<file path="config.mk">
export PLATFORM = sky130hd
export DESIGN_NAME = bps_sequencer
export DESIGN_NICKNAME = d
export VERILOG_FILES = /design/src/rtl/bps_pkg.sv /design/src/rtl/bps_sat_counter.sv /design/src/rtl/bps_sequencer.sv
export VERILOG_INCLUDE_DIRS = /design/src /design/src/rtl
export SDC_FILE = /design/constraint.sdc
export NUM_CORES = 1
export LEC_CHECK = 0
export BUFFER_PORTS_ARGS = -buffer_cell sky130_fd_sc_hd__buf_2
export CORE_UTILIZATION = 65
export CTS_BUF_LIST = sky130_fd_sc_hd__clkbuf_4 sky130_fd_sc_hd__clkbuf_8 sky130_fd_sc_hd__clkbuf_16
export CTS_CLUSTER_SIZE = 20
export DETAILED_ROUTE_END_ITERATION = 10
export PLACE_DENSITY_LB_ADDON = 0.1
export SLEW_MARGIN = 10
export SYNTH_ARGS = -nofsm -noshare
export SYNTH_HDL_FRONTEND = slang
export SYNTH_SLANG_ARGS = --single-unit
</file>
<file path="constraint.sdc">
create_clock -name I_CORE_CLK -period 4.5 [get_ports I_CORE_CLK]
set_clock_uncertainty 0.05 [all_clocks]
set_input_delay 0.9 -clock I_CORE_CLK [delete_from_list [all_inputs] [get_ports I_CORE_CLK]]
set_output_delay 0.9 -clock I_CORE_CLK [all_outputs]
set_load 0.05 [all_outputs]
</file>
<file path="src/rtl/bps_cfg.svh">
// Constants of the buck protection sequencer: timing, counts, pin indices.
// Assumes a 100 MHz core clock; included by bare name from rtl/.
`ifndef BPS_CFG_SVH
`define BPS_CFG_SVH

`define BPS_CLK_PERIOD_NS   10
`define BPS_CNT_W           3
`define BPS_CNT_MAX         3'h7
`define BPS_CNT_TRIP        3'h6
`define BPS_OSC_PERIOD_CYC  250
`define BPS_DEAD_NS         40
`define BPS_DEAD_CYC        ((`BPS_DEAD_NS + `BPS_CLK_PERIOD_NS - 1) / `BPS_CLK_PERIOD_NS)
`define BPS_SYNC_TO_NS      20000
`define BPS_SYNC_TO_CYC     ((`BPS_SYNC_TO_NS + `BPS_CLK_PERIOD_NS - 1) / `BPS_CLK_PERIOD_NS)
`define BPS_DISCH_NS        2000
`define BPS_DISCH_CYC       ((`BPS_DISCH_NS + `BPS_CLK_PERIOD_NS - 1) / `BPS_CLK_PERIOD_NS)
`define BPS_NUM_IN          7
`define BPS_IN_RAMP         0
`define BPS_IN_OC           1
`define BPS_IN_LOW_RAIL     2
`define BPS_IN_HIGH_RAIL    3
`define BPS_IN_SYNC         4
`define BPS_IN_DUTY_END     5
`define BPS_IN_SS_DONE      6

`endif

</file>
<file path="src/rtl/bps_pkg.sv">
// Types of the buck protection sequencer.
// Assumes nothing beyond a SystemVerilog compiler.
package bps_pkg;
    typedef enum logic [1:0] {ST_LOCKOUT, ST_RUN, ST_HICCUP} bps_state_t;
    typedef enum logic [2:0] {G_OFF, G_DT_HS, G_HS, G_DT_LS, G_LS}
        bps_gate_t;
endpackage

</file>
<file path="src/rtl/bps_sat_counter.sv">
// Saturating up/down counter used by the undervoltage and fault filters.
// Assumes up, down and clear come from logic on the same clock.
`timescale 1ns/10ps
module bps_sat_counter #(
    parameter int W = 3
) (
    input  wire logic         i_clk,
    input  wire logic         i_rst_n,
    input  wire logic         i_ce,
    input  wire logic         i_clr,
    input  wire logic         i_up,
    input  wire logic         i_dn,
    output logic [W-1:0]      o_cnt
);
    logic [W-1:0] cnt_r;
    logic [W-1:0] cnt_nxt;

    always_comb
    begin
        cnt_nxt = cnt_r;
        if (i_clr)
            cnt_nxt = '0;
        else if (i_up && !i_dn && cnt_r != {W{1'b1}})
            cnt_nxt = cnt_r + W'(1);
        else if (i_dn && !i_up && cnt_r != '0)
            cnt_nxt = cnt_r - W'(1);
    end

    always_ff @(posedge i_clk or negedge i_rst_n)
    begin
        if (!i_rst_n)
            cnt_r <= '0;
        else if (i_ce)
            cnt_r <= cnt_nxt;
    end

    assign o_cnt = cnt_r;
endmodule

</file>
<file path="src/rtl/bps_sequencer.sv">
// Clocked start-up and fault sequencer of a synchronous buck controller.
// Assumes analog comparator outcomes arrive asynchronously on pins and the
// gate drivers and soft-start switch follow the registered outputs.
`timescale 1ns/10ps
`include "bps_cfg.svh"

// Functional notes
// - Every ramp and switching cycle starts on a master clock pulse.
// - Clock pulse before ramp reaches 90% marks a bad cycle.
// - Low-line filter is a three-bit accumulating counter.
// - Seven good cycles assert power-good and start soft-start.
// - After start, seven bad cycles declare undervoltage.
// - Soft-start held low until both rails and low-line check are good.
// - No switching while the ramp is slower than the clock period.
// - High-side overcurrent ends the switching pulse at once.
// - After overcurrent the high side stays off until next cycle.
// - Fault counter counts up on overcurrent cycles, down otherwise.
// - Fault count of seven starts seven soft-start restart cycles.
// - Both gates stay off during the hiccup restart.
// - Each completed hiccup soft-start cycle decrements the fault count.
// - Fault count back at zero re-enables switching via normal start.
// - Persisting overcurrent counts seven again and re-enters hiccup.
// - An external sync clock replaces the master clock, falling edges.
// - Sync held low lets the internal oscillator run freely.
module bps_sequencer #(
    parameter int OSC_PERIOD = `BPS_OSC_PERIOD_CYC
) (
    input  wire logic I_CORE_CLK,
    input  wire logic I_RESET_N,
    input  wire logic I_CLK_EN,
    input  wire logic I_RAMP_DONE,
    input  wire logic I_HS_OVERCURRENT,
    input  wire logic I_LOW_BYPASS_RAIL_OK,
    input  wire logic I_HIGH_BYPASS_RAIL_OK,
    input  wire logic I_SYNC,
    input  wire logic I_DUTY_END,
    input  wire logic I_SS_DONE,
    output logic      O_HS_GATE,
    output logic      O_LS_GATE,
    output logic      O_POWER_GOOD,
    output logic      O_UNDERVOLTAGE,
    output logic      O_SS_HOLD_LOW,
    output logic      O_HICCUP,
    output logic      O_MASTER_PULSE
);
    localparam int                 CW       = `BPS_CNT_W;
    localparam logic [CW-1:0]      CNT_TRIP = `BPS_CNT_TRIP;
    localparam logic [3:0]         DEAD_CYC = 4'(`BPS_DEAD_CYC);
    localparam logic [11:0]        SYNC_TO  = 12'(`BPS_SYNC_TO_CYC);
    localparam logic [7:0]         DISCH    = 8'(`BPS_DISCH_CYC);
    localparam logic [15:0]        DIV_LAST = 16'(OSC_PERIOD - 1);

    logic [1:0]                    rst_sync_r;
    logic                          rst_n;
    logic [`BPS_NUM_IN-1:0]        meta_r;
    logic [`BPS_NUM_IN-1:0]        in_s;
    logic                          s_ramp, s_oc, s_dend, s_sync, s_ssd;
    logic                          rails_ok;

    // Reset released through two flops; asserted at once
    always_ff @(posedge I_CORE_CLK or negedge I_RESET_N)
    begin
        if (!I_RESET_N)
            rst_sync_r <= 2'h0;
        else if (I_CLK_EN)
            rst_sync_r <= {rst_sync_r[0], 1'b1};
    end
    assign rst_n = rst_sync_r[1];

    // Comparator pins cross into the core clock; meta_r feeds in_s only
    always_ff @(posedge I_CORE_CLK or negedge rst_n)
    begin
        if (!rst_n)
        begin
            meta_r <= '0;
            in_s   <= '0;
        end
        else if (I_CLK_EN)
        begin
            meta_r <= {I_SS_DONE, I_DUTY_END, I_SYNC, I_HIGH_BYPASS_RAIL_OK,
                       I_LOW_BYPASS_RAIL_OK, I_HS_OVERCURRENT, I_RAMP_DONE};
            in_s   <= meta_r;
        end
    end
    assign s_ramp   = in_s[`BPS_IN_RAMP];
    assign s_oc     = in_s[`BPS_IN_OC];
    assign s_dend   = in_s[`BPS_IN_DUTY_END];
    assign s_sync   = in_s[`BPS_IN_SYNC];
    assign s_ssd    = in_s[`BPS_IN_SS_DONE];
    assign rails_ok = in_s[`BPS_IN_LOW_RAIL] & in_s[`BPS_IN_HIGH_RAIL];

    // Master clock: internal divider or external sync falling edges
    logic [15:0] div_r, div_nxt;
    logic [11:0] sync_to_r, sync_to_nxt;
    logic        sync_prev_r;
    logic        sync_fall, sync_mode, mpulse;

    always_comb
    begin
        sync_fall   = sync_prev_r & ~s_sync;
        sync_mode   = (sync_to_r != 12'h000);
        sync_to_nxt = sync_to_r;
        if (sync_fall)
            sync_to_nxt = SYNC_TO;
        else if (sync_mode)
            sync_to_nxt = sync_to_r - 12'h001;
        mpulse  = sync_mode ? sync_fall : (div_r == DIV_LAST);
        div_nxt = (mpulse || div_r == DIV_LAST) ? 16'h0000 : div_r + 16'h0001;
    end

    always_ff @(posedge I_CORE_CLK or negedge rst_n)
    begin
        if (!rst_n)
        begin
            div_r       <= 16'h0000;
            sync_to_r   <= 12'h000;
            sync_prev_r <= 1'b0;
        end
        else if (I_CLK_EN)
        begin
            div_r       <= div_nxt;
            sync_to_r   <= sync_to_nxt;
            sync_prev_r <= s_sync;
        end
    end

    // Sequencer state, per-cycle flags and filter counter controls
    bps_pkg::bps_state_t st_r, st_nxt;
    bps_pkg::bps_gate_t  gph_r, gph_nxt;
    logic          ramp_seen_r, ramp_seen_nxt;
    logic          oc_seen_r, oc_seen_nxt, stop_r, stop_nxt;
    logic          ssd_prev_r, ssd_rise;
    logic          pg_r, pg_nxt, uv_r, uv_nxt, hold_r, hold_nxt;
    logic          hic_r, mp_r;
    logic [7:0]    disch_r, disch_nxt;
    logic          good, oc_cyc;
    logic          uv_up, uv_dn, uv_clr, flt_up, flt_dn;
    logic [CW-1:0] uv_cnt, flt_cnt;

    bps_sat_counter #(.W(CW)) u_uv_filter (
        .i_clk   (I_CORE_CLK),
        .i_rst_n (rst_n),
        .i_ce    (I_CLK_EN),
        .i_clr   (uv_clr),
        .i_up    (uv_up),
        .i_dn    (uv_dn),
        .o_cnt   (uv_cnt)
    );

    bps_sat_counter #(.W(CW)) u_fault_counter (
        .i_clk   (I_CORE_CLK),
        .i_rst_n (rst_n),
        .i_ce    (I_CLK_EN),
        .i_clr   (1'b0),
        .i_up    (flt_up),
        .i_dn    (flt_dn),
        .o_cnt   (flt_cnt)
    );

    always_comb
    begin
        // A ramp finish or overcurrent landing on the pulse still counts
        good          = ramp_seen_r | s_ramp;
        oc_cyc        = oc_seen_r | (s_oc & O_HS_GATE);
        ramp_seen_nxt = mpulse ? 1'b0 : good;
        oc_seen_nxt   = mpulse ? 1'b0 : oc_cyc;
        stop_nxt      = mpulse ? 1'b0
                      : stop_r | (O_HS_GATE & (s_oc | s_dend));
        ssd_rise      = s_ssd & ~ssd_prev_r;
        st_nxt        = st_r;
        pg_nxt        = pg_r;
        uv_nxt        = uv_r;
        hold_nxt      = hold_r;
        disch_nxt     = disch_r;
        uv_up         = 1'b0;
        uv_dn         = 1'b0;
        uv_clr        = 1'b0;
        flt_up        = 1'b0;
        flt_dn        = 1'b0;
        unique case (st_r)
            bps_pkg::ST_LOCKOUT:
            begin
                hold_nxt = 1'b1;
                uv_up    = mpulse & good;
                uv_dn    = mpulse & ~good;
                // A count saturated while the rails were low still starts
                if (rails_ok && uv_up && uv_cnt >= CNT_TRIP)
                begin
                    st_nxt   = bps_pkg::ST_RUN;
                    pg_nxt   = 1'b1;
                    uv_nxt   = 1'b0;
                    hold_nxt = 1'b0;
                    uv_clr   = 1'b1;
                end
            end
            bps_pkg::ST_RUN:
            begin
                uv_up  = mpulse & ~good;
                uv_dn  = mpulse & good;
                flt_up = mpulse & oc_cyc;
                flt_dn = mpulse & ~oc_cyc;
                if (!rails_ok)
                begin
                    st_nxt   = bps_pkg::ST_LOCKOUT;
                    pg_nxt   = 1'b0;
                    hold_nxt = 1'b1;
                    uv_clr   = 1'b1;
                end
                else if (uv_up && uv_cnt == CNT_TRIP)
                begin
                    st_nxt   = bps_pkg::ST_LOCKOUT;
                    pg_nxt   = 1'b0;
                    uv_nxt   = 1'b1;
                    hold_nxt = 1'b1;
                    uv_clr   = 1'b1;
                end
                else if (flt_up && flt_cnt == CNT_TRIP)
                begin
                    st_nxt    = bps_pkg::ST_HICCUP;
                    hold_nxt  = 1'b1;
                    disch_nxt = DISCH;
                end
            end
            bps_pkg::ST_HICCUP:
            begin
                // Discharge the soft-start cap, then let it charge fully
                if (disch_r != 8'h00)
                begin
                    disch_nxt = disch_r - 8'h01;
                    hold_nxt  = (disch_r != 8'h01);
                end
                else if (ssd_rise)
                begin
                    flt_dn = 1'b1;
                    if (flt_cnt == {{(CW-1){1'b0}}, 1'b1})
                    begin
                        st_nxt   = bps_pkg::ST_LOCKOUT;
                        pg_nxt   = 1'b0;
                        hold_nxt = 1'b1;
                        uv_clr   = 1'b1;
                    end
                    else
                    begin
                        disch_nxt = DISCH;
                        hold_nxt  = 1'b1;
                    end
                end
            end
        endcase
        // Rails lost in hiccup: keep the pin low and restart the discharge
        if (!rails_ok && st_nxt == bps_pkg::ST_HICCUP)
        begin
            hold_nxt  = 1'b1;
            disch_nxt = DISCH;
        end
    end

    // Gate sequencing; dead-time phases G_DT_HS and G_DT_LS give break-before-make by design
    logic [3:0] dt_r, dt_nxt;
    logic       run_en;

    always_comb
    begin
        run_en  = (st_nxt == bps_pkg::ST_RUN) && pg_nxt;
        gph_nxt = gph_r;
        dt_nxt  = dt_r;
        if (!run_en)
            gph_nxt = bps_pkg::G_OFF;
        else
        begin
            unique case (gph_r)
                bps_pkg::G_OFF:
                    if (mpulse)
                    begin
                        gph_nxt = bps_pkg::G_DT_HS;
                        dt_nxt  = DEAD_CYC;
                    end
                bps_pkg::G_DT_HS:
                    if (dt_r <= 4'h1)
                        gph_nxt = bps_pkg::G_HS;
                    else
                        dt_nxt = dt_r - 4'h1;
                bps_pkg::G_HS:
                    if (s_oc || s_dend || stop_r)
                    begin
                        gph_nxt = bps_pkg::G_DT_LS;
                        dt_nxt  = DEAD_CYC;
                    end
                bps_pkg::G_DT_LS:
                    if (dt_r <= 4'h1)
                        gph_nxt = bps_pkg::G_LS;
                    else
                        dt_nxt = dt_r - 4'h1;
                bps_pkg::G_LS:
                    if (mpulse)
                    begin
                        gph_nxt = bps_pkg::G_DT_HS;
                        dt_nxt  = DEAD_CYC;
                    end
                default:
                    gph_nxt = bps_pkg::G_OFF;
            endcase
        end
    end

    always_ff @(posedge I_CORE_CLK or negedge rst_n)
    begin
        if (!rst_n)
        begin
            st_r           <= bps_pkg::ST_LOCKOUT;
            gph_r          <= bps_pkg::G_OFF;
            dt_r           <= 4'h0;
            ramp_seen_r    <= 1'b0;
            oc_seen_r      <= 1'b0;
            stop_r         <= 1'b0;
            ssd_prev_r     <= 1'b0;
            pg_r           <= 1'b0;
            uv_r           <= 1'b0;
            hold_r         <= 1'b1;
            hic_r          <= 1'b0;
            mp_r           <= 1'b0;
            disch_r        <= 8'h00;
            O_HS_GATE      <= 1'b0;
            O_LS_GATE      <= 1'b0;
        end
        else if (I_CLK_EN)
        begin
            st_r           <= st_nxt;
            gph_r          <= gph_nxt;
            dt_r           <= dt_nxt;
            ramp_seen_r    <= ramp_seen_nxt;
            oc_seen_r      <= oc_seen_nxt;
            stop_r         <= stop_nxt;
            ssd_prev_r     <= s_ssd;
            pg_r           <= pg_nxt;
            uv_r           <= uv_nxt;
            hold_r         <= hold_nxt;
            hic_r          <= (st_nxt == bps_pkg::ST_HICCUP);
            mp_r           <= mpulse;
            disch_r        <= disch_nxt;
            O_HS_GATE      <= (gph_nxt == bps_pkg::G_HS);
            O_LS_GATE      <= (gph_nxt == bps_pkg::G_LS);
        end
    end

    assign O_POWER_GOOD   = pg_r;
    assign O_UNDERVOLTAGE = uv_r;
    assign O_SS_HOLD_LOW  = hold_r;
    assign O_HICCUP       = hic_r;
    assign O_MASTER_PULSE = mp_r;
endmodule

</file>
== Word-level counts from Yosys, hierarchy flattened ==
Cells that the tools add are included.
Word-level totals
  register bits after elaboration: 79
  input port bits: 10
  output and inout port bits: 7
  logic and storage cells: 192
Operators by class
  add/sub/neg operators: 8
  magnitude comparators: 2
  equality and inequality tests: 29
  muxes and demuxes: 70
  bitwise logic cells: 17
  reduce and logical (&&, ||, !) cells: 43
Operator list (number)
  $mux 8: 7
  $mux 3: 10
  $mux 1: 29
  $mux 12: 2
  $add 16x1->16 const B: 1
  $eq 16x8->1 const B: 1
  $mux 16: 1
  $pmux 8 s2: 1
  $ne 3x3->1 const B: 5
  $reduce_bool 3->1: 5
  $logic_and 1x1->1: 14
  $mux 2: 7
  $eq 3x3->1 const B: 4
  $mux 4: 3
  $pmux 3 s4: 1
  $pmux 4 s3: 1
  $reduce_bool 12->1: 1
  $sub 12x1->12 const B: 1
  $ne 2x2->1 const B: 5
  $and 1x1->1: 9
  $eq 3x2->1 const B: 3
  $pmux 1 s3: 3
  $ne 4x4->1 const B: 2
  $ne 8x1->1 const B: 1
  27 further kinds: 52

== Depth between registers and ports, before layout ==
Gate-level depths: netlist of the first run.
  depth after elaboration: 13
  depth in mapped cells: 12

== By module ==
A second synthesis of the first run with hierarchy kept.
Unflattened totals
  cells, all modules: 457
  area, all modules: 4485.6 µm²
Modules (own cells, without submodules)
  bps_sequencer: times used 1, cells each 407, area each 4005.1 µm², seq. area each 1828.0 µm²
  bps_sat_counter: times used 2, cells each 25, area each 240.2 µm², seq. area each 75.1 µm²

== Worst setup path before layout of the first run ==
OpenSTA, ideal clock, no wires.
  path type: flip-flop to flip-flop
  start: register sync_to_r[0]
  end: register dt_r[3]
  library setup time: 0.118 ns
  arrival: 3.031 ns
  data required time: 4.332 ns
  setup slack: 1.301 ns
  stages on the path, launching flop included: 11
  path buffers: 1
  path through: dfrtp_1 inv_1 ha_1 or3b_2 or4b_4 buf_6 mux2i_4 a311o_2 a2111oi_4 o21ai_1 a21o_1
On the way
  word-level cells in the longest chain between the ends: 11
  elaborated cells on any way between the ends: 22
  classes of those cells: eq/ne (2); mux (10); bitwise (3); reduce/logical (7)
RTL lines
  start, declared: line bps_sequencer.sv:94  | logic [11:0] sync_to_r, sync_to_nxt;
  start signal, assigned: line bps_sequencer.sv:122  | sync_to_r <= sync_to_nxt;
  $reduce_bool 12->1 *: line bps_sequencer.sv:101  | sync_mode = (sync_to_r != 12'h000);
  $mux 1 *: line bps_sequencer.sv:107  | mpulse = sync_mode ? sync_fall : (div_r == DIV_LAST);
  $and 1x1->1: line bps_sequencer.sv:200  | flt_up = mpulse & oc_cyc;
  $logic_and 1x1->1: line bps_sequencer.sv:217  | else if (flt_up && flt_cnt == CNT_TRIP)
  $mux 2: line bps_sequencer.sv:217
  $mux 2: line bps_sequencer.sv:209  | else if (uv_up && uv_cnt == CNT_TRIP)
  $mux 2: line bps_sequencer.sv:202  | if (!rails_ok)
  $pmux 2 s3: line bps_sequencer.sv:180  | unique case (st_r)
  $eq 2x1->1: line bps_sequencer.sv:264  | run_en = (st_nxt == bps_pkg::ST_RUN) && pg_nxt;
  $logic_and 1x1->1: line bps_sequencer.sv:264
  $reduce_and 6->1 (no line) *
  end signal, assigned: line bps_sequencer.sv:330  | dt_r <= dt_nxt;
  end, declared: line bps_sequencer.sv:259  | logic [3:0] dt_r, dt_nxt;
Mark *: on every way between the ends. The rest lies on a longest branch, timed or not.
A chain may end at the register's enable or synchronous reset.

== Worst setup path in the final report of the first run ==
  start: register sync_to_r[1]
  end: register dt_r[2]
Same word-level chain as after synthesis.

==> summary.txt, run 1 <==
layout net count: 509
setup bufs post-CTS: 0
clock sinks: 79
P per Cell Area: 403 nW/um^2
# IOs: 17
run status: complete, but fails checks
most frequent cells in the layout: dfrtp_1 (77), nor2_1 (42), nand2_1 (34)
Yosys reg bits: 79
maximum vdd drop: 0.352 mV
share of layout cells above drive strength 1: 16.7%
vias in the first global route: 3,303
Post-DP HPWL: 6110 microns
average vias per placed instance: 6.31
top_reg_cell synth: dfrtp_1
routed via count: 3,551
DIE AREA: 7180 sq um
Post-route DRC: 2
Synth Instances: 466
Post-synth ARST share: 100%
Final Hold Vio Count: 0
final setup fails: 0
wirelength, routed: 8830 microns
TritonRoute pass-1 iters: 8
sequential fraction of the synthesis area: 44.4%
worst min-delay path category: in2async
CTS buffer count: 9
cts repair resizes: 0
chip height: 84.8 microns
routed length per placed instance: 15.7 microns
largest net degree at the start of global routing: 79
TNS Setup: 0 ns
Pint: 1.27 mW
number of buffers added on ports: 16
first-pass GRT wire length: 15,200 microns
Clock Pin Slew Worst Setup and Hold Paths: 0.07 ns
Comb power frac: 25.0%
DP Area: 4570 sq um
Final Max Slew Viols: 0
RSZ-0062 raised after global routing: false
Bufs on Longest Clock Path: 2
Power, Total: 1.92 mW
hold buffer count at CTS: 0
Post-Layout Inst Area: 4760 sq um
net switching power: 0.645 mW
Layout area overhead: 6.89%
fin util: 73.3%
CTS root buffer: clkbuf_8
post-layout min period: 3.46 ns
area of the multi-input gates: 2290 sq um
GP Congestion: 0.900
commonest non-fill, non-tap cell in the layout: dfrtp_1
Post-Synthesis Cell Area: 4450 sq um
CP endpoint kind: flop
slew of the pin with the lowest slew margin: 0.964 ns
Max-Cap Viols: 0
fmax: 289 MHz
Net Sw Frac: 33.6%
CTS tree: yes
Fillers: 494
Yosys cell types: 70
Critical Path RT: 4.69 ns
n_diodes: 0
yosys warns: 0
Seq pwr share: 48.4%
initial antenna violation count: 0
GRT Total Usage: 26.8%
H-tree depth: 3
Pleak: 1.96 nW
DR iter-0 viols: 233
nature of the critical path startpoint: flop
FF/Latch Area: 1980 sq um
CP Max Fanout: 12
total gr overflow: 0
syn_nets: 493
Core Rows: 29
area of the core: 6490 sq um
Post-Syn Area per Cell: 9.55 sq um
final worst-path cycle share: 76.9%
ANT nets after route: 0
clock latency on the worst-skew pair: 0.35 ns
Crit Path Category: reg2reg
Starting Density: 68.5%
worst path arrival time: 3.65 ns
clock share of power: 26.5%
Post-synth EDFFs: 0
Die Span X: 84.8 microns
Slew HR: 35.7%
failing checks: DRC
reg2reg setup slack: 1.04 ns
layer usage:
metal | track usage [%] | vias up | share of wire [%]
li1 | - | 1723 | -
met1 | 38.0 | 1723 | 48
met2 | 42.1 | 92 | 47
met3 | 5.41 | 13 | 4.4
met4 | 7.70 | 0 | 1.2
met5 | 0 | - | 0
sequential cells by signal, summed over array words and instances, names as in the netlist, 2 cells and up:
register / cells
disch_r: 8
div_r: 16
dt_r: 4
gph_r: 3
in_s: 7
meta_r: 7
rst_sync_r: 2
st_r: 2
sync_to_r: 12
u_fault_counter.o_cnt: 3
u_uv_filter.o_cnt: 3
cell usage after synthesis, types with 5 or more instances:
cell type | instances | area share, %
dfrtp_1 | 78 | 44
nor2_1 | 42 | 3.5
nand2_1 | 34 | 2.9
o21ai_0 | 31 | 3.5
inv_1 | 27 | 2.3
a21oi_1 | 26 | 2.9
mux2_2 | 19 | 4.8
nand3_1 | 19 | 2.1
ha_1 | 16 | 4.5
nor3_1 | 15 | 1.7
xnor2_1 | 12 | 2.4
and3_1 | 11 | 1.5
nand4_1 | 11 | 1.5
clkbuf_1 | 9 | 0.76
nor4_1 | 7 | 0.98
o21ai_1 | 6 | 0.67
or3_1 | 6 | 0.84
xor2_1 | 6 | 1.2
nand2b_1 | 5 | 0.70
power by group through the flow:
stage / Clock, mW / Combinational [mW] / Sequential (mW)
2_1_floorplan: 0 / 0.354 / 0.940
5_1_grt: 0.548 / 0.535 / 0.946
3_5_place_dp: 0 / 0.472 / 0.937
3_3_place_gp: 0 / 0.452 / 0.927
4_1_cts: 0.522 / 0.476 / 0.924
6_report: 0.509 / 0.480 / 0.929
critical path: stages (launching register included):
cell	delay (ns)
dfrtp_1	0.41
inv_1	0.07
ha_1	0.17
or3b_2	0.47
or4b_4	0.56
mux2i_4	0.28
a311o_2	0.43
a2111oi_4	0.59
nand4_1	0.19
o21a_1	0.14
cell type report:
type | count | area share [%]
multi-input combinational | 346 | 48.2
sequential | 79 | 41.7
clock buffer | 11 | 2.92
inverter | 28 | 2.21
tap | 77 | 2.02
timing repair buffer | 18 | 2.00
clock inverter | 4 | 0.999
stage by stage:
step	worst slack [ns]	std cells	hold slack (ns)
3_5_place_dp	1.09	548	0.403
2_1_floorplan	1.30	466	0.381
3_3_place_gp	1.17	548	0.395
5_1_grt	0.858	563	0.251
4_1_cts	1.05	563	0.256
6_report	1.04	563	0.269
logic make-up (layout without fill, tap and decap cells):
family / Yosys count / in the layout / synth area share (%)
AND/OR/NAND/NOR: 184 / 184 / 21.9
multiplexers: 21 / 21 / 5.54
buffers and inverters: 41 / 61 / 4.05
flip-flops: 79 / 79 / 44.4
adder cells (fa/ha/maj): 17 / 17 / 4.95
AO/OA/AOI/OAI: 106 / 106 / 15.6
XOR/XNOR: 18 / 18 / 3.54
final timing paths:
kind	from	endpoint	cells after the start
max	sync_to_r[1]	dt_r[2]	9
min	I_RESET_N	rst_sync_r[0]	1
max reg2reg	sync_to_r[1]	dt_r[2]	9
min reg2reg	rst_sync_r[0]	rst_sync_r[0]	1
max in group asynchronous	rst_sync_r[1]	in_s[0]	0
min in group I_CORE_CLK	rst_sync_r[0]	rst_sync_r[0]	1
Note: power is estimated with default switching activity, not from simulation.
==> inputs of run 2 (changes only) <==
--- a/config.mk
+++ b/config.mk
@@ -7,7 +7,7 @@
 export NUM_CORES = 1
 export LEC_CHECK = 0
 export BUFFER_PORTS_ARGS = -buffer_cell sky130_fd_sc_hd__buf_2
-export CORE_UTILIZATION = 65
+export CORE_UTILIZATION = 56
 export CTS_BUF_LIST = sky130_fd_sc_hd__clkbuf_4 sky130_fd_sc_hd__clkbuf_8 sky130_fd_sc_hd__clkbuf_16
 export CTS_CLUSTER_SIZE = 20
 export DETAILED_ROUTE_END_ITERATION = 10
==> constraint.sdc (replaced) <==
create_clock -name I_CORE_CLK -period 3.16 [get_ports I_CORE_CLK]
set_clock_uncertainty 0.05 [all_clocks]
set_input_delay 0.632 -clock I_CORE_CLK [delete_from_list [all_inputs] [get_ports I_CORE_CLK]]
set_output_delay 0.632 -clock I_CORE_CLK [all_outputs]
set_load 0.05 [all_outputs]
==> summary.txt, run 2 (synthesis results as in run 1) <==
Final Max Slew Viols: 0 (unchanged)
routed via count: 3,555 (+0.11%)
critical-path cell list: or4_4 > or4b_4 > mux2_2 > buf_4 > o21ai_1 > a221oi_1 > a41o_1 > nor3_1
share of layout cells above drive strength 1: 20.0% (+3.4 points)
Pleak: 2.06 nW (+5.0%)
H-tree depth: 3 (unchanged)
Core Rows: 32 (+10%)
final setup fails: 0 (unchanged)
fin util: 64.3% (-8.9 points)
final std cells w/o fill: 606 (+7.6%)
Max-Cap Viols: 0 (unchanged)
GP Congestion: 0.814 (-9.6%)
# IOs: 17 (unchanged)
final worst-path cycle share: 97.0% (+20 points)
RSZ-0062 raised after global routing: true
ANT nets after route: 0 (unchanged)
CTS root buffer: clkbuf_8
post-layout min period: 3.06 ns (-0.396 ns)
DIE AREA: 8310 sq um (+16%)
most frequent cells in the layout: dfrtp_1 (77), nor2_1 (42), nand2_1 (34)
dpl cells: 589 (+7.5%)
chip height: 91.2 microns (+7.6%)
DR iter-0 viols: 231 (-0.86%)
GRT Total Usage: 24.7% (-2.1 points)
Critical R2R Launch: sync_to_r[6]
fmax: 326 MHz (+13%)
average vias per placed instance: 5.87 (-7.0%)
clock latency on the worst-skew pair: 0.36 ns (about the same)
Starting Density: 57.6% (-11 points)
Post-route DRC: 0 (-2)
worst path arrival time: 3.26 ns (-0.39 ns)
initial antenna violation count: 0 (unchanged)
first-pass GRT wire length: 16,200 microns (+6.5%)
nature of the critical path startpoint: flop
area of the core: 7730 sq um (+19%)
largest reg by FF count: div_r
Clock Pin Slew Worst Setup and Hold Paths: 0.08 ns (about the same)
run status: finished clean
largest net degree at the start of global routing: 42 (-47%)
crit path capture: u_fault_counter.o_cnt[1]
CP Max Fanout: 7 (-5)
Fillers: 653 (+32%)
commonest non-fill, non-tap cell in the layout: dfrtp_1
Bufs on Longest Clock Path: 2 (unchanged)
Final Hold Vio Count: 0 (unchanged)
slew of the pin with the lowest slew margin: 0.868 ns (-0.0961 ns)
TritonRoute pass-1 iters: 4 (-4)
Max stage delay on crit path: 0.61 ns (+0.02 ns)
Die Span X: 91.2 microns (+7.6%)
maximum vdd drop: 0.463 mV (+32%)
biggest regs: div_r x16, sync_to_r x12, disch_r x8
number of buffers added on ports: 16 (unchanged)
Critical Path RT: 3.35 ns (-1.34 ns)
Crit Path Category: reg2reg
DP Worst Slack: 0.00218 ns (-1.09 ns)
CTS tree: yes
number of flip-flops in the largest register: 16 (unchanged)
Crit. Startpoint: sync_to_r[6]
wirelength, routed: 9220 microns (+4.4%)
Critical-path top delay cell: or4b_4
worst reg2reg path endpoint: u_fault_counter.o_cnt[1]
clock sinks: 79 (unchanged)
CP endpoint kind: flop
n_diodes: 0 (unchanged)
CTS buffer count: 9 (unchanged)
worst min-delay path category: reg2async
P per Cell Area: 582 nW/um^2 (+44%)
Layout area overhead: 11.7%
reg2reg setup slack: 0.1 ns (-0.94 ns)
Slew HR: 42.1% (+6.4 points)
vias in the first global route: 3,492 (+5.7%)
Post-DP HPWL: 6610 microns (+8.2%)
Setup WS post-layout: 0.0958 ns (-0.944 ns)
Reg2Reg Depth: 8 (-1)
layout net count: 527 (+3.5%)
routed length per placed instance: 15.2 microns (-3.0%)
total gr overflow: 0 (unchanged)
[run 2: per-layer routing]
layer	track usage, %	wire [microns]
met1	34.0	4510
met2	39.0	4270
met3	4.36	272
met4	9.66	165
met5	0	0
[run 2: how the worst min path moves through the flow]
stage / from / endpoint / slack, ns / depth (start not counted)
6_report: rst_sync_r[1] / in_s[6] / 0.25 / 0
5_1_grt: rst_sync_r[1] / sync_to_r[4] / 0.30 / 0
4_1_cts: rst_sync_r[1] / sync_to_r[4] / 0.27 / 0
3_5_place_dp: rst_sync_r[1] / in_s[6] / 0.26 / 0
3_3_place_gp: rst_sync_r[1] / meta_r[6] / 0.27 / 0
2_1_floorplan: I_RESET_N / rst_sync_r[0] / 0.29 / 0
[run 2: what timing repair did]
action | CTS | global route
hold endpoints to repair | 2 | 0
hold buffers | 1 | 0
gates cloned | 1 | 0
endpoints found under the setup margin | 1 | 8
setup buffers | 0 | 0
pin swaps | 3 | 3
resized for setup | 1 | 7
[run 2: power breakdown]
| part | switching, mW | total [mW] | internal [mW] |
|---|---|---|---|
| sequential | 0.147 | 1.31 | 1.16 |
| combinational | 0.440 | 0.764 | 0.324 |
| clock | 0.379 | 0.818 | 0.439 |
| total | 0.966 | 2.89 | 1.93 |
[run 2: final cells by class]
type | count | area, sq um | area share, %
Multi-Input combinational cell | 346 | 2310 | 46.5
Sequential cell | 79 | 1980 | 39.9
Timing Repair Buffer | 36 | 234 | 4.71
Tap cell | 102 | 128 | 2.57
Clock buffer | 9 | 124 | 2.49
Inverter | 28 | 105 | 2.11
Clock inverter | 6 | 86.3 | 1.74
[run 2: per-stage QoR]
| step | hold WS (ns) | TNS (ns) | total power [mW] | cell area, sq um |
|---|---|---|---|---|
| after floorplan | 0.286 | 0 | 1.84 | 4450 |
| after global placement | 0.266 | 0 | 2.03 | 4720 |
| after detailed placement | 0.264 | 0 | 2.07 | 4720 |
| after CTS | 0.272 | 0 | 2.89 | 4960 |
| after global routing | 0.303 | -0.00144 | 3.07 | 4970 |
| final | 0.246 | 0 | 2.89 | 4970 |
[run 2: worst max-delay path: cells and delay by family, from the launching register on]
family	cells	cell delay, ns
flops	1	0.43
simple gates	3	1.20
mux	1	0.28
buf+inv	1	0.18
compound gates	3	0.82
==> inputs of run 3 (changes only) <==
--- a/config.mk
+++ b/config.mk
@@ -11,6 +11,7 @@
 export CTS_BUF_LIST = sky130_fd_sc_hd__clkbuf_4 sky130_fd_sc_hd__clkbuf_8 sky130_fd_sc_hd__clkbuf_16
 export CTS_CLUSTER_SIZE = 20
 export DETAILED_ROUTE_END_ITERATION = 10
+export MAX_ROUTING_LAYER = met4
 export PLACE_DENSITY_LB_ADDON = 0.1
 export SLEW_MARGIN = 10
 export SYNTH_ARGS = -nofsm -noshare
==> summary.txt, run 3 (synthesis results as in run 1) <==
routed length per placed instance: 15.3 microns (+0.27%)
DIE AREA: 8310 sq um (unchanged)
Post-route DRC: 0 (unchanged)
Slew HR: 42.7% (+0.55 points)
ANT nets after route: 0 (unchanged)
setup bufs post-CTS: 0 (unchanged)
first-pass GRT wire length: 16,300 microns (+0.22%)
Final Hold Vio Count: 0 (unchanged)
Pleak: 2.06 nW (unchanged)
vias in the first global route: 3,485 (-0.20%)
P per Cell Area: 582 nW/um^2 (about the same)
clock latency on the worst-skew pair: 0.36 ns (about the same)
crit path buf inv count: 1 (unchanged)
wirelength, routed: 9250 microns (+0.27%)
Critical Path RT: 3.35 ns (about the same)
average vias per placed instance: 5.90 (+0.51%)
clock sinks: 79 (unchanged)
most frequent cells in the layout: dfrtp_1 (77), nor2_1 (42), nand2_1 (34)
Setup WS post-layout: 0.0895 ns (-0.00629 ns)
critical-path cell list: or4_4 > or4b_4 > mux2_2 > buf_4 > o21ai_1 > a221oi_1 > a41o_1 > nor3_1
Clock Pin Slew Worst Setup and Hold Paths: 0.08 ns (about the same)
Post-DP HPWL: 6610 microns (unchanged)
TNS Setup: 0 ns (unchanged)
final setup fails: 0 (unchanged)
# IOs: 17 (unchanged)
number of buffers added on ports: 16 (unchanged)
nature of the critical path startpoint: flop
share of layout cells above drive strength 1: 20.0% (unchanged)
largest reg by FF count: div_r
Crit Path Category: reg2reg
maximum vdd drop: 0.466 mV (+0.72%)
DP Worst Slack: 0.00218 ns (unchanged)
GP Congestion: 0.826 (+1.5%)
Crit path max-delay family: simple AND/OR/NAND/NOR gates
Starting Density: 57.6% (unchanged)
CP Max Fanout: 7 (unchanged)
number of flip-flops in the largest register: 16 (unchanged)
worst min-delay path category: reg2async
Final Max Slew Viols: 0 (unchanged)
n_diodes: 0 (unchanged)
biggest regs: div_r x16, sync_to_r x12, disch_r x8
run status: finished clean
DR iter-0 viols: 231 (unchanged)
Hold Slack: 0.246 ns (+0.000248 ns)
worst path arrival time: 3.26 ns (about the same)
H-tree depth: 3 (unchanged)
routed via count: 3,573 (+0.51%)
chip height: 91.2 microns (unchanged)
Die Span X: 91.2 microns (unchanged)
Critical-path top delay cell: or4b_4
Max-Cap Viols: 0 (unchanged)
CTS buffer count: 9 (unchanged)
post-layout min period: 3.07 ns (+0.00629 ns)
CTS tree: yes
Max stage delay on crit path: 0.61 ns (about the same)
Core Rows: 32 (unchanged)
area of the core: 7730 sq um (unchanged)
TritonRoute pass-1 iters: 4 (unchanged)
slew of the pin with the lowest slew margin: 0.860 ns (-0.00827 ns)
fmax: 326 MHz (-0.20%)
commonest non-fill, non-tap cell in the layout: dfrtp_1
CP endpoint kind: flop
largest net degree at the start of global routing: 42 (unchanged)
CTS root buffer: clkbuf_8
initial antenna violation count: 0 (unchanged)
Bufs on Longest Clock Path: 2 (unchanged)
total gr overflow: 0 (unchanged)
RSZ-0062 raised after global routing: true
Layout area overhead: 11.7% (unchanged)
fin util: 64.3% (unchanged)
GRT Total Usage: 25.4% (+0.74 points)
final worst-path cycle share: 97.2% (+0.20 points)
layout net count: 527 (unchanged)
==> run 3: cell counts in the layout (fill, tap and decap cells not counted) <==
No cell type changed its count.
==> run 3: layout make-up <==
class / instances / area (sq um)
Multi-Input combinational cell: 346 / 2310
Inverter: 28 / 105
Fill cell: 653 / 2760
Clock inverter: 6 / 86.3
Tap cell: 102 / 128
Sequential cell: 79 / 1980
Clock buffer: 9 / 124
Timing Repair Buffer: 36 / 234
==> run 3: worst paths after layout <==
check,start,slack (ns),depth (start not counted),to
setup reg to reg,sync_to_r[6],0.09,8,u_fault_counter.o_cnt[1]
setup / recovery,sync_to_r[6],0.09,8,u_fault_counter.o_cnt[1]
max in group asynchronous,rst_sync_r[1],1.93,1,gph_r[1]
hold / removal,rst_sync_r[1],0.25,0,in_s[6]
min in group I_CORE_CLK,rst_sync_r[0],0.42,1,rst_sync_r[0]
hold reg to reg,rst_sync_r[1],0.25,0,in_s[6]
==> run 3: power by group <==
| part | internal [mW] | leakage [nW] | switching (mW) |
|---|---|---|---|
| logic | 0.324 | 1.00 | 0.440 |
| clock network | 0.439 | 0.105 | 0.380 |
| registers | 1.16 | 0.949 | 0.147 |
| total | 1.93 | 2.06 | 0.967 |
==> run 3: stage by stage <==
| step | power (mW) | std cells | cell area, sq um |
|---|---|---|---|
| after floorplan | 1.84 | 466 | 4450 |
| after global placement | 2.03 | 589 | 4720 |
| after detailed placement | 2.07 | 589 | 4720 |
| after CTS | 2.89 | 606 | 4960 |
| after global routing | 3.07 | 606 | 4970 |
| final | 2.89 | 606 | 4970 |
==> run 3: repair_timing <==
| action | CTS | global route |
|---|---|---|
| gates resized for setup | 1 | 7 |
| endpoints found under the setup margin | 1 | 8 |
| hold buffers | 1 | 0 |
| pin swaps | 3 | 3 |
| gates cloned | 1 | 0 |
| endpoints found under the hold margin | 2 | 0 |
==> run 3: routing by layer <==
| metal | up-vias | wire length [microns] | global-route usage (%) |
|---|---|---|---|
| met2 | 73 | 4320 | 39.0 |
| met1 | 1737 | 4500 | 34.2 |
| li1 | 1752 | - | - |
| met4 | 0 | 114 | 9.66 |
| met3 | 11 | 312 | 4.10 |
| met5 | - | 0 | - |
